`src/inc/usbsie_pkg.sv`:
```
package usbsie_pkg;
	// Bus geometry
	localparam int APB_AW   = 8;
	localparam int DATA_W   = 32;
	localparam int REG_W    = 8;
	localparam int NUM_EP   = 4;
	localparam int ADDR_W   = 7;
	localparam int FSEL_W   = 2;

	// Register byte offsets, one aligned word each
	localparam logic [APB_AW-1:0] OFS_CTRL_CONFIG = 8'h00;
	localparam logic [APB_AW-1:0] OFS_ADDR_WAKE   = 8'h04;
	localparam logic [APB_AW-1:0] OFS_STALL       = 8'h08;
	localparam logic [APB_AW-1:0] OFS_ADDR_STATUS = 8'h0c;

	// usb_control_config fields
	localparam int CC_PULL_BIT  = 7;
	localparam int CC_GAP6_BIT  = 6;
	localparam int CC_JSTATE_BIT = 5;
	localparam int CC_CUT_BIT   = 4;
	localparam int CC_CLKG_BIT  = 3;
	localparam int CC_GAP2_BIT  = 2;
	localparam int CC_FSEL_LSB  = 0;

	// device_address_wake fields
	localparam int AW_WAKE_BIT = 0;
	localparam int AW_ADDR_LSB = 1;

	// Address status fields (deferred control and address in force)
	localparam int AS_DEFER_BIT  = 0;
	localparam int AS_ACTIVE_LSB = 1;

	// Reset values
	localparam logic              CC_PULL_RST  = 1'h0;
	localparam logic              CC_CUT_RST   = 1'h0;
	localparam logic              CC_CLKG_RST  = 1'h0;
	localparam logic [FSEL_W-1:0] CC_FSEL_RST  = 2'h0;
	localparam logic [ADDR_W-1:0] AW_ADDR_RST  = 7'h00;
	localparam logic              AW_WAKE_RST  = 1'h0;
	localparam logic [NUM_EP-1:0] STALL_RST    = 4'h0;
	localparam logic              AS_DEFER_RST = 1'h0;
	localparam logic              AS_PEND_RST  = 1'h0;
	localparam logic [DATA_W-1:0] RDATA_RST    = 32'h0000_0000;
endpackage

```
`src/design/usbsie_regs.sv`:
```
// Operation
// - The pull switch bit set connects the D+ pull resistor to the bus supply line, clear disconnects it.
// - A read-only bit shows 1 while the interface sits in J-state suspend, else 0.
// - The current-cut bit set reduces supply current while suspended; clear applies no reduction.
// - The two-bit FIFO select steers CPU FIFO access to endpoint 0, 1, 2 or 3.
// - The address register resets to zero, address zero with wake-up disabled.
// - The upper seven address bits hold the device address and tokens to it are answered.
// - Address bit 0 is a read/write remote wake-up enable.
// - A status control bit decides whether a new address applies at once or later.
// - With that bit 0 the address applies on write; with 1 only after IN data are fully read.
// - Four read/write stall flags, one per endpoint, make that endpoint answer with a stall.
// - Every stall flag clears on a bus reset and on a setup token.
// - Stall register bits 7 to 4 ignore writes and read as zero.
`timescale 1ns/10ps
module usbsie_regs
	import usbsie_pkg::*;
(
	input  wire logic              pclk,
	input  wire logic              presetn,
	input  wire logic [APB_AW-1:0] paddr,
	input  wire logic              psel,
	input  wire logic              penable,
	input  wire logic              pwrite,
	input  wire logic [DATA_W-1:0] pwdata,
	output logic                   pready,
	output logic [DATA_W-1:0]      prdata,
	output logic                   pslverr,
	input  wire logic              jstate_line,
	input  wire logic              sie_suspend,
	input  wire logic              usb_bus_reset,
	input  wire logic              setup_token,
	input  wire logic              in_data_read_done,
	input  wire logic              token_valid,
	input  wire logic [ADDR_W-1:0] token_addr,
	input  wire logic [FSEL_W-1:0] token_ep,
	output logic                   dplus_pull_resistor_en,
	output logic                   suspend_current_cut_en,
	output logic                   usb_clock_gate_en,
	output logic [FSEL_W-1:0]      fifo_select,
	output logic [NUM_EP-1:0]      ep_fifo_sel,
	output logic [ADDR_W-1:0]      device_addr_field,
	output logic                   remote_wake_enable,
	output logic [NUM_EP-1:0]      ep_halt_flags,
	output logic                   addr_match,
	output logic                   stall_reply
);
	typedef struct packed {
		logic              pull;
		logic              cut;
		logic              cut_on;
		logic              clkg;
		logic [FSEL_W-1:0] fsel;
		logic [ADDR_W-1:0] addr;
		logic              wake;
		logic [ADDR_W-1:0] active;
		logic              pending;
		logic              defer;
		logic [NUM_EP-1:0] stall;
		logic [DATA_W-1:0] rdata;
	} usbsie_regs_s;

	usbsie_regs_s st_ff;
	usbsie_regs_s nxt_st;
	logic         jstate_sync;
	logic         setup_ph;
	logic         access_ph;
	logic         addr_hit;
	logic         wr_ctrl;
	logic         wr_addr;
	logic         wr_stall;
	logic         wr_status;
	logic         rd_ctrl;
	logic         rd_stall;

	// Suspend line comes straight off the transceiver, so it is caught first
	usbsie_sync u_jstate_sync (
		.pclk      (pclk),
		.presetn   (presetn),
		.async_in  (jstate_line),
		.level_out (jstate_sync)
	);

	// APB decode; zero wait states, so pready stays high
	assign setup_ph  = psel && !penable;
	assign access_ph = psel && penable;
	assign addr_hit  = (paddr == OFS_CTRL_CONFIG) || (paddr == OFS_ADDR_WAKE) ||
	                   (paddr == OFS_STALL) || (paddr == OFS_ADDR_STATUS);
	assign wr_ctrl   = access_ph && pwrite && (paddr == OFS_CTRL_CONFIG);
	assign wr_addr   = access_ph && pwrite && (paddr == OFS_ADDR_WAKE);
	assign wr_stall  = access_ph && pwrite && (paddr == OFS_STALL);
	assign wr_status = access_ph && pwrite && (paddr == OFS_ADDR_STATUS);
	assign rd_ctrl   = setup_ph && !pwrite && (paddr == OFS_CTRL_CONFIG);
	assign rd_stall  = setup_ph && !pwrite && (paddr == OFS_STALL);
	assign pready    = 1'h1;
	assign pslverr   = access_ph && !addr_hit; // Unmapped words answer with an error

	// Next-state logic for every register and the read capture
	always_comb begin
		nxt_st = st_ff;
		if (wr_ctrl) begin
			nxt_st.pull = pwdata[CC_PULL_BIT];
			nxt_st.cut  = pwdata[CC_CUT_BIT];
			nxt_st.clkg = pwdata[CC_CLKG_BIT];
			nxt_st.fsel = pwdata[CC_FSEL_LSB +: FSEL_W];
		end
		// reduction only while actually suspended
		// Built from the stored bit, so the cut lags a write by one cycle
		nxt_st.cut_on = st_ff.cut && sie_suspend;
		if (wr_addr) begin
			nxt_st.addr = pwdata[AW_ADDR_LSB +: ADDR_W];
			nxt_st.wake = pwdata[AW_WAKE_BIT];
		end
		if (wr_status) begin
			nxt_st.defer = pwdata[AS_DEFER_BIT];
		end
		// immediate path takes the written value on the same edge
		if (wr_addr && !st_ff.defer) begin
			nxt_st.active  = pwdata[AW_ADDR_LSB +: ADDR_W];
			nxt_st.pending = AS_PEND_RST;
		end else if (!st_ff.defer || (st_ff.pending && in_data_read_done)) begin
			nxt_st.active  = st_ff.addr;
			nxt_st.pending = AS_PEND_RST;
		end
		// a deferred write waits; a new write beats a same-cycle drain
		if (wr_addr && st_ff.defer) begin
			nxt_st.pending = 1'h1;
		end
		if (wr_stall) begin
			// software sets or clears stall flags
			nxt_st.stall = pwdata[NUM_EP-1:0];
		end
		// hardware clear outranks a software write in the same cycle
		if (usb_bus_reset || setup_token) begin
			nxt_st.stall = STALL_RST;
		end
		// Read data captured in the setup phase, so prdata is a flop
		if (setup_ph && !pwrite) begin
			nxt_st.rdata = '0;
			unique case (paddr)
				OFS_CTRL_CONFIG: begin
					// gaps at bits 6 and 2 stay zero
					nxt_st.rdata[CC_PULL_BIT]               = st_ff.pull;
					nxt_st.rdata[CC_JSTATE_BIT]             = jstate_sync;
					nxt_st.rdata[CC_CUT_BIT]                = st_ff.cut;
					nxt_st.rdata[CC_CLKG_BIT]               = st_ff.clkg;
					nxt_st.rdata[CC_FSEL_LSB +: FSEL_W]     = st_ff.fsel;
				end
				OFS_ADDR_WAKE: begin
					nxt_st.rdata[AW_ADDR_LSB +: ADDR_W]     = st_ff.addr;
					nxt_st.rdata[AW_WAKE_BIT]               = st_ff.wake;
				end
				OFS_STALL: begin
					// only the low four bits exist
					nxt_st.rdata[NUM_EP-1:0]                = st_ff.stall;
				end
				OFS_ADDR_STATUS: begin
					nxt_st.rdata[AS_DEFER_BIT]              = st_ff.defer;
					nxt_st.rdata[AS_ACTIVE_LSB +: ADDR_W]   = st_ff.active;
				end
				default: begin
					nxt_st.rdata = '0;
				end
			endcase
		end
	end

	// address register and everything else start from zero
	always_ff @(posedge pclk or negedge presetn) begin
		if (!presetn) begin
			st_ff.pull    <= CC_PULL_RST;
			st_ff.cut     <= CC_CUT_RST;
			st_ff.cut_on  <= CC_CUT_RST;
			st_ff.clkg    <= CC_CLKG_RST;
			st_ff.fsel    <= CC_FSEL_RST;
			st_ff.addr    <= AW_ADDR_RST;
			st_ff.wake    <= AW_WAKE_RST;
			st_ff.active  <= AW_ADDR_RST;
			st_ff.pending <= AS_PEND_RST;
			st_ff.defer   <= AS_DEFER_RST;
			st_ff.stall   <= STALL_RST;
			st_ff.rdata   <= RDATA_RST;
		end else begin
			st_ff <= nxt_st;
		end
	end

	// Outputs straight from the state flops
	assign prdata                 = st_ff.rdata;
	assign dplus_pull_resistor_en = st_ff.pull;
	assign suspend_current_cut_en = st_ff.cut_on;
	assign usb_clock_gate_en      = st_ff.clkg;
	assign fifo_select            = st_ff.fsel;
	assign device_addr_field      = st_ff.active;
	assign remote_wake_enable     = st_ff.wake;
	assign ep_halt_flags          = st_ff.stall;

	genvar g;
	generate
		for (g = 0; g < NUM_EP; g++) begin : g_fsel
			assign ep_fifo_sel[g] = (st_ff.fsel == FSEL_W'(g));
		end
	endgenerate

	// answer only tokens for the address in force
	assign addr_match  = token_valid && (token_addr == st_ff.active);
	// stalled endpoint answers with a stall handshake
	assign stall_reply = addr_match && st_ff.stall[token_ep];
endmodule

```
`src/design/usbsie_sync.sv`:
```
`timescale 1ns/10ps
// Three-stage catcher for a level from outside the clock domain
module usbsie_sync (
	input  wire logic pclk,
	input  wire logic presetn,
	input  wire logic async_in,
	output logic      level_out
);
	typedef struct packed {
		logic s1;
		logic s2;
		logic s3;
		logic lvl;
	} usbsie_sync_s;

	usbsie_sync_s st_ff;
	usbsie_sync_s nxt_st;

	// A change counts only once stages two and three agree
	always_comb begin
		nxt_st     = st_ff;
		nxt_st.s1  = async_in;
		nxt_st.s2  = st_ff.s1;
		nxt_st.s3  = st_ff.s2;
		if (st_ff.s2 == st_ff.s3) begin
			nxt_st.lvl = st_ff.s3;
		end
	end

	always_ff @(posedge pclk or negedge presetn) begin
		if (!presetn) begin
			st_ff <= '0;
		end else begin
			st_ff <= nxt_st;
		end
	end

	assign level_out = st_ff.lvl;
endmodule

```
`config.mk`:
```
export PLATFORM = sky130hd
export DESIGN_NAME = usbsie_regs
export DESIGN_NICKNAME = d
export VERILOG_FILES = /design/src/inc/usbsie_pkg.sv /design/src/design/usbsie_regs.sv /design/src/design/usbsie_sync.sv
export SDC_FILE = /design/constraint.sdc
export NUM_CORES = 1
export LEC_CHECK = 0
export BUFFER_PORTS_ARGS = -buffer_cell sky130_fd_sc_hd__buf_2
export CAP_MARGIN = 20
export CORE_MARGIN = 2
export CORE_UTILIZATION = 45
export DETAILED_ROUTE_END_ITERATION = 16
export GPL_ROUTABILITY_DRIVEN = 0
export PLACE_DENSITY = 0.84
export SLEW_MARGIN = 0
export SYNTH_ARGS = -nofsm -noshare
export SYNTH_HDL_FRONTEND = slang
export SYNTH_SLANG_ARGS = --single-unit
```
`constraint.sdc`:
```
create_clock -name pclk -period 2.2 [get_ports pclk]
set_input_delay 0.44 -clock pclk [delete_from_list [all_inputs] [get_ports pclk]]
set_output_delay 0.44 -clock pclk [all_outputs]
set_load 0.01 [all_outputs]
```
==> flow_summary.ini <==
[grt]
grt_pass1_wl_um = 7465
grt_use_total_pct = 18.66
antenna_found_initial = 0
grt_pass1_vias = 1502
grt-ovfl-total = 0
grt_max_degree = 40

[place]
port_buffers = 67
dp_slack_ps = 272.3
dpl.hpwl_um = 3631
dp.cells = 309
placed_area_um2 = 2426

[final_layout]
drive_above_1_share_pct = 43.20
n_antenna_cell = 0
final_core_util_pct = 53.13
multi_input_area_um2 = 974.7
finalNetCount = 309
area_growth_syn_to_layout_pct = 13.68
nFillCells = 455
register_area_um2 = 975.9
final_cells = 317
final_area_um2 = 2526

[clock_tree]
cts.htree.levels = 2
cts_root_buf = clkbuf_8
clkLatencyLatePin_ps = 290
cts.sinks = 39
cts_tree = yes
cts_hold_buffers = 0
cts_buffers = 5
path_clk_slew_ps = 70
ctsResizeCount = 0
postCtsSetupBuffers = 0
clk_path_buf_depth = 2

[worst_setup_path]
end_kind = output port
crit_fanout = 4
crit_buf_inv = 1
r2r-end = device_addr_field[1]
r2r_start = st_ff[36]
worstPathRequired_ps = 1760
path_class = reg2out
crit_family = multiplexers
ff2ff_setup_slack_ps = 710
crit_arrival_ps = 1540
critPathSlowestCell = mux4_2
reg2regPathDepth = 4
path_cells = mux4_2, and2_1, buf_2
cpPeakStageDelay_ps = 520
start_kind = flop

[timing]
slew_violations = 0
grt_setup_unrepaired = false
period_needed_ps = 1975
fmax_mhz = 506.3
holdWs_ps = 244.7
layout_setup_ws_ps = 224.9
tns_ps = 0
hold_viol_final = 0
post-route-period-util_pct = 89.78
fin_skew_ps = 4.631
worst_slew_pin_slew_ps = 840.8
setup_viol = 0
max-slew-margin-rel_pct = 43.95

[logic_synthesis]
synthCells = 193
ys_top_cells_by_area = dfrtp_1 (44%), buf_4 (16%), mux2_2 (9.1%)
synth-seq-cells = 39
syn-cell-area_um2 = 2222
yosysTopAreaCell = dfrtp_1
synth_seq_area_share_pct = 43.92
yosysTopAreaCellShare_pct = 43.92
avgSynthCellArea_um2 = 11.51
synth.distinct_cells = 30
yosys_warnings = 0

[route]
ant_nets = 0
routed_via_density = 4.946
vias = 1568
first_pass_iters = 5
drc = 0
routed_wl_um = 4705
wl_per_cell_um = 14.84
drt-initial-drc-count = 133

[die]
initial_core_util_pct = 46.74
rows = 25
dieArea_um2 = 5516
ios = 117
die_h_um = 74.27
chipWidth_um = 74.27
core_um2 = 4755

[hold_path]
hp-class = in2async

[pwr]
total_power_mw = 1.401
pwr_density_cell_nw_per_um2 = 554.6
ir_worst_vdd_v = 0.0002312
cellLeakagePower_nw = 1.346

[job]
cap_violations = 0

[status]
status = finished clean
==> registers in the layout, indices dropped and copies added (netlist names) <==
signal / cells
u_jstate_sync.st_ff: 1
usb_clock_gate_en: 1
dplus_pull_resistor_en: 1
fifo_select: 2
u_jstate_sync.nxt_st: 2
ep_halt_flags: 4
suspend_current_cut_en: 1
remote_wake_enable: 1
device_addr_field: 7
st_ff: 10
u_jstate_sync.level_out: 1
prdata: 8
==> Yosys cell counts, drive strengths merged <==
cell type,count
nor2,9
nor3,7
conb,2
dfrtp,39
mux2,18
maj3,1
mux4,4
nand2,8
a21boi,1
nor4,2
nor2b,3
buf,47
nand4,5
and4b,1
a22oi,3
xnor2,7
o21a,1
mux2i,5
and2,10
a221o,7
inv,1
a41oi,1
o21ai,4
a22o,4
and3,1
a21oi,1
clkbuf,1
==> cell families after synthesis <==
logic type / Yosys count / share of synthesized area (%)
buffers and inverters: 49 / 16.10
xor gates and xnor gates: 7 / 2.759
muxes: 27 / 15.43
and+or+nand+nor: 46 / 13.06
AOI/OAI and AO/OA: 22 / 7.939
adders and majority gates: 1 / 0.4505
DFF: 39 / 43.92
other: 2 / 0.3380
==> layout make-up <==
type                            instances  area share, %
Clock buffer                            8          3.962
Inverter                                1         0.1486
Multi-Input combinational cell        128          38.58
Sequential cell                        39          38.63
Tap cell                               67          3.318
Timing Repair Buffer                   74          15.35
==> cells in the final DEF, fill, tap and decap left out, drive strengths merged <==
| cell | instances |
|---|---|
| and2 | 10 |
| and4b | 1 |
| buf | 74 |
| conb | 25 |
| nand2 | 8 |
| xnor2 | 7 |
| nor4 | 2 |
| maj3 | 1 |
| inv | 1 |
| nor2 | 9 |
| a22o | 4 |
| mux2 | 18 |
| nand4 | 5 |
| a21oi | 1 |
| nor3 | 7 |
| a221o | 7 |
| nor2b | 3 |
| a22oi | 3 |
| and3 | 1 |
| a21boi | 1 |
| o21ai | 4 |
| mux4 | 4 |
| clkbuf | 8 |
| mux2i | 5 |
| o21a | 1 |
| dfrtp | 39 |
| a41oi | 1 |
==> worst register-to-register path, delay by kind of cell, from the launching register on <==
| kind | cells | cell delay, ps |
|---|---|---|
| AOI/OAI and AO/OA | 3 | 690 |
| DFF | 1 | 480 |
| buffers and inverters | 1 | 200 |
==> routing by layer <==
layer / part of all wire (%) / up-vias / global-route usage (%)
met2: 48 / 72 / 28.57
met4: 1.5 / 0 / 6.349
met5: 0 / - / 0
li1: - / 730 / -
met1: 42 / 755 / 24.41
met3: 8.5 / 11 / 7.317
==> worst max-delay path by stage <==
| stage | start | endpoint | slack (ps) | depth (start not counted) |
|---|---|---|---|---|
| final | ep_halt_flags[3] | stall_reply | 220 | 3 |
| after global routing | device_addr_field[3] | stall_reply | 160 | 5 |
| after CTS | ep_halt_flags[3] | stall_reply | 210 | 3 |
| after detailed placement | paddr[7] | st_ff[47] | 270 | 6 |
| after global placement | paddr[7] | st_ff[48] | 320 | 6 |
| after floorplan | paddr[7] | remote_wake_enable | 440 | 4 |
==> report_power, final <==
part | total, mW | switching [mW] | internal (mW) | leakage (nW)
clock | 0.529 | 0.243 | 0.286 | 0.0515
combinational | 0.136 | 0.0839 | 0.0521 | 0.759
sequential | 0.736 | 0.00864 | 0.727 | 0.535
Power figures use the tool's default switching activity.
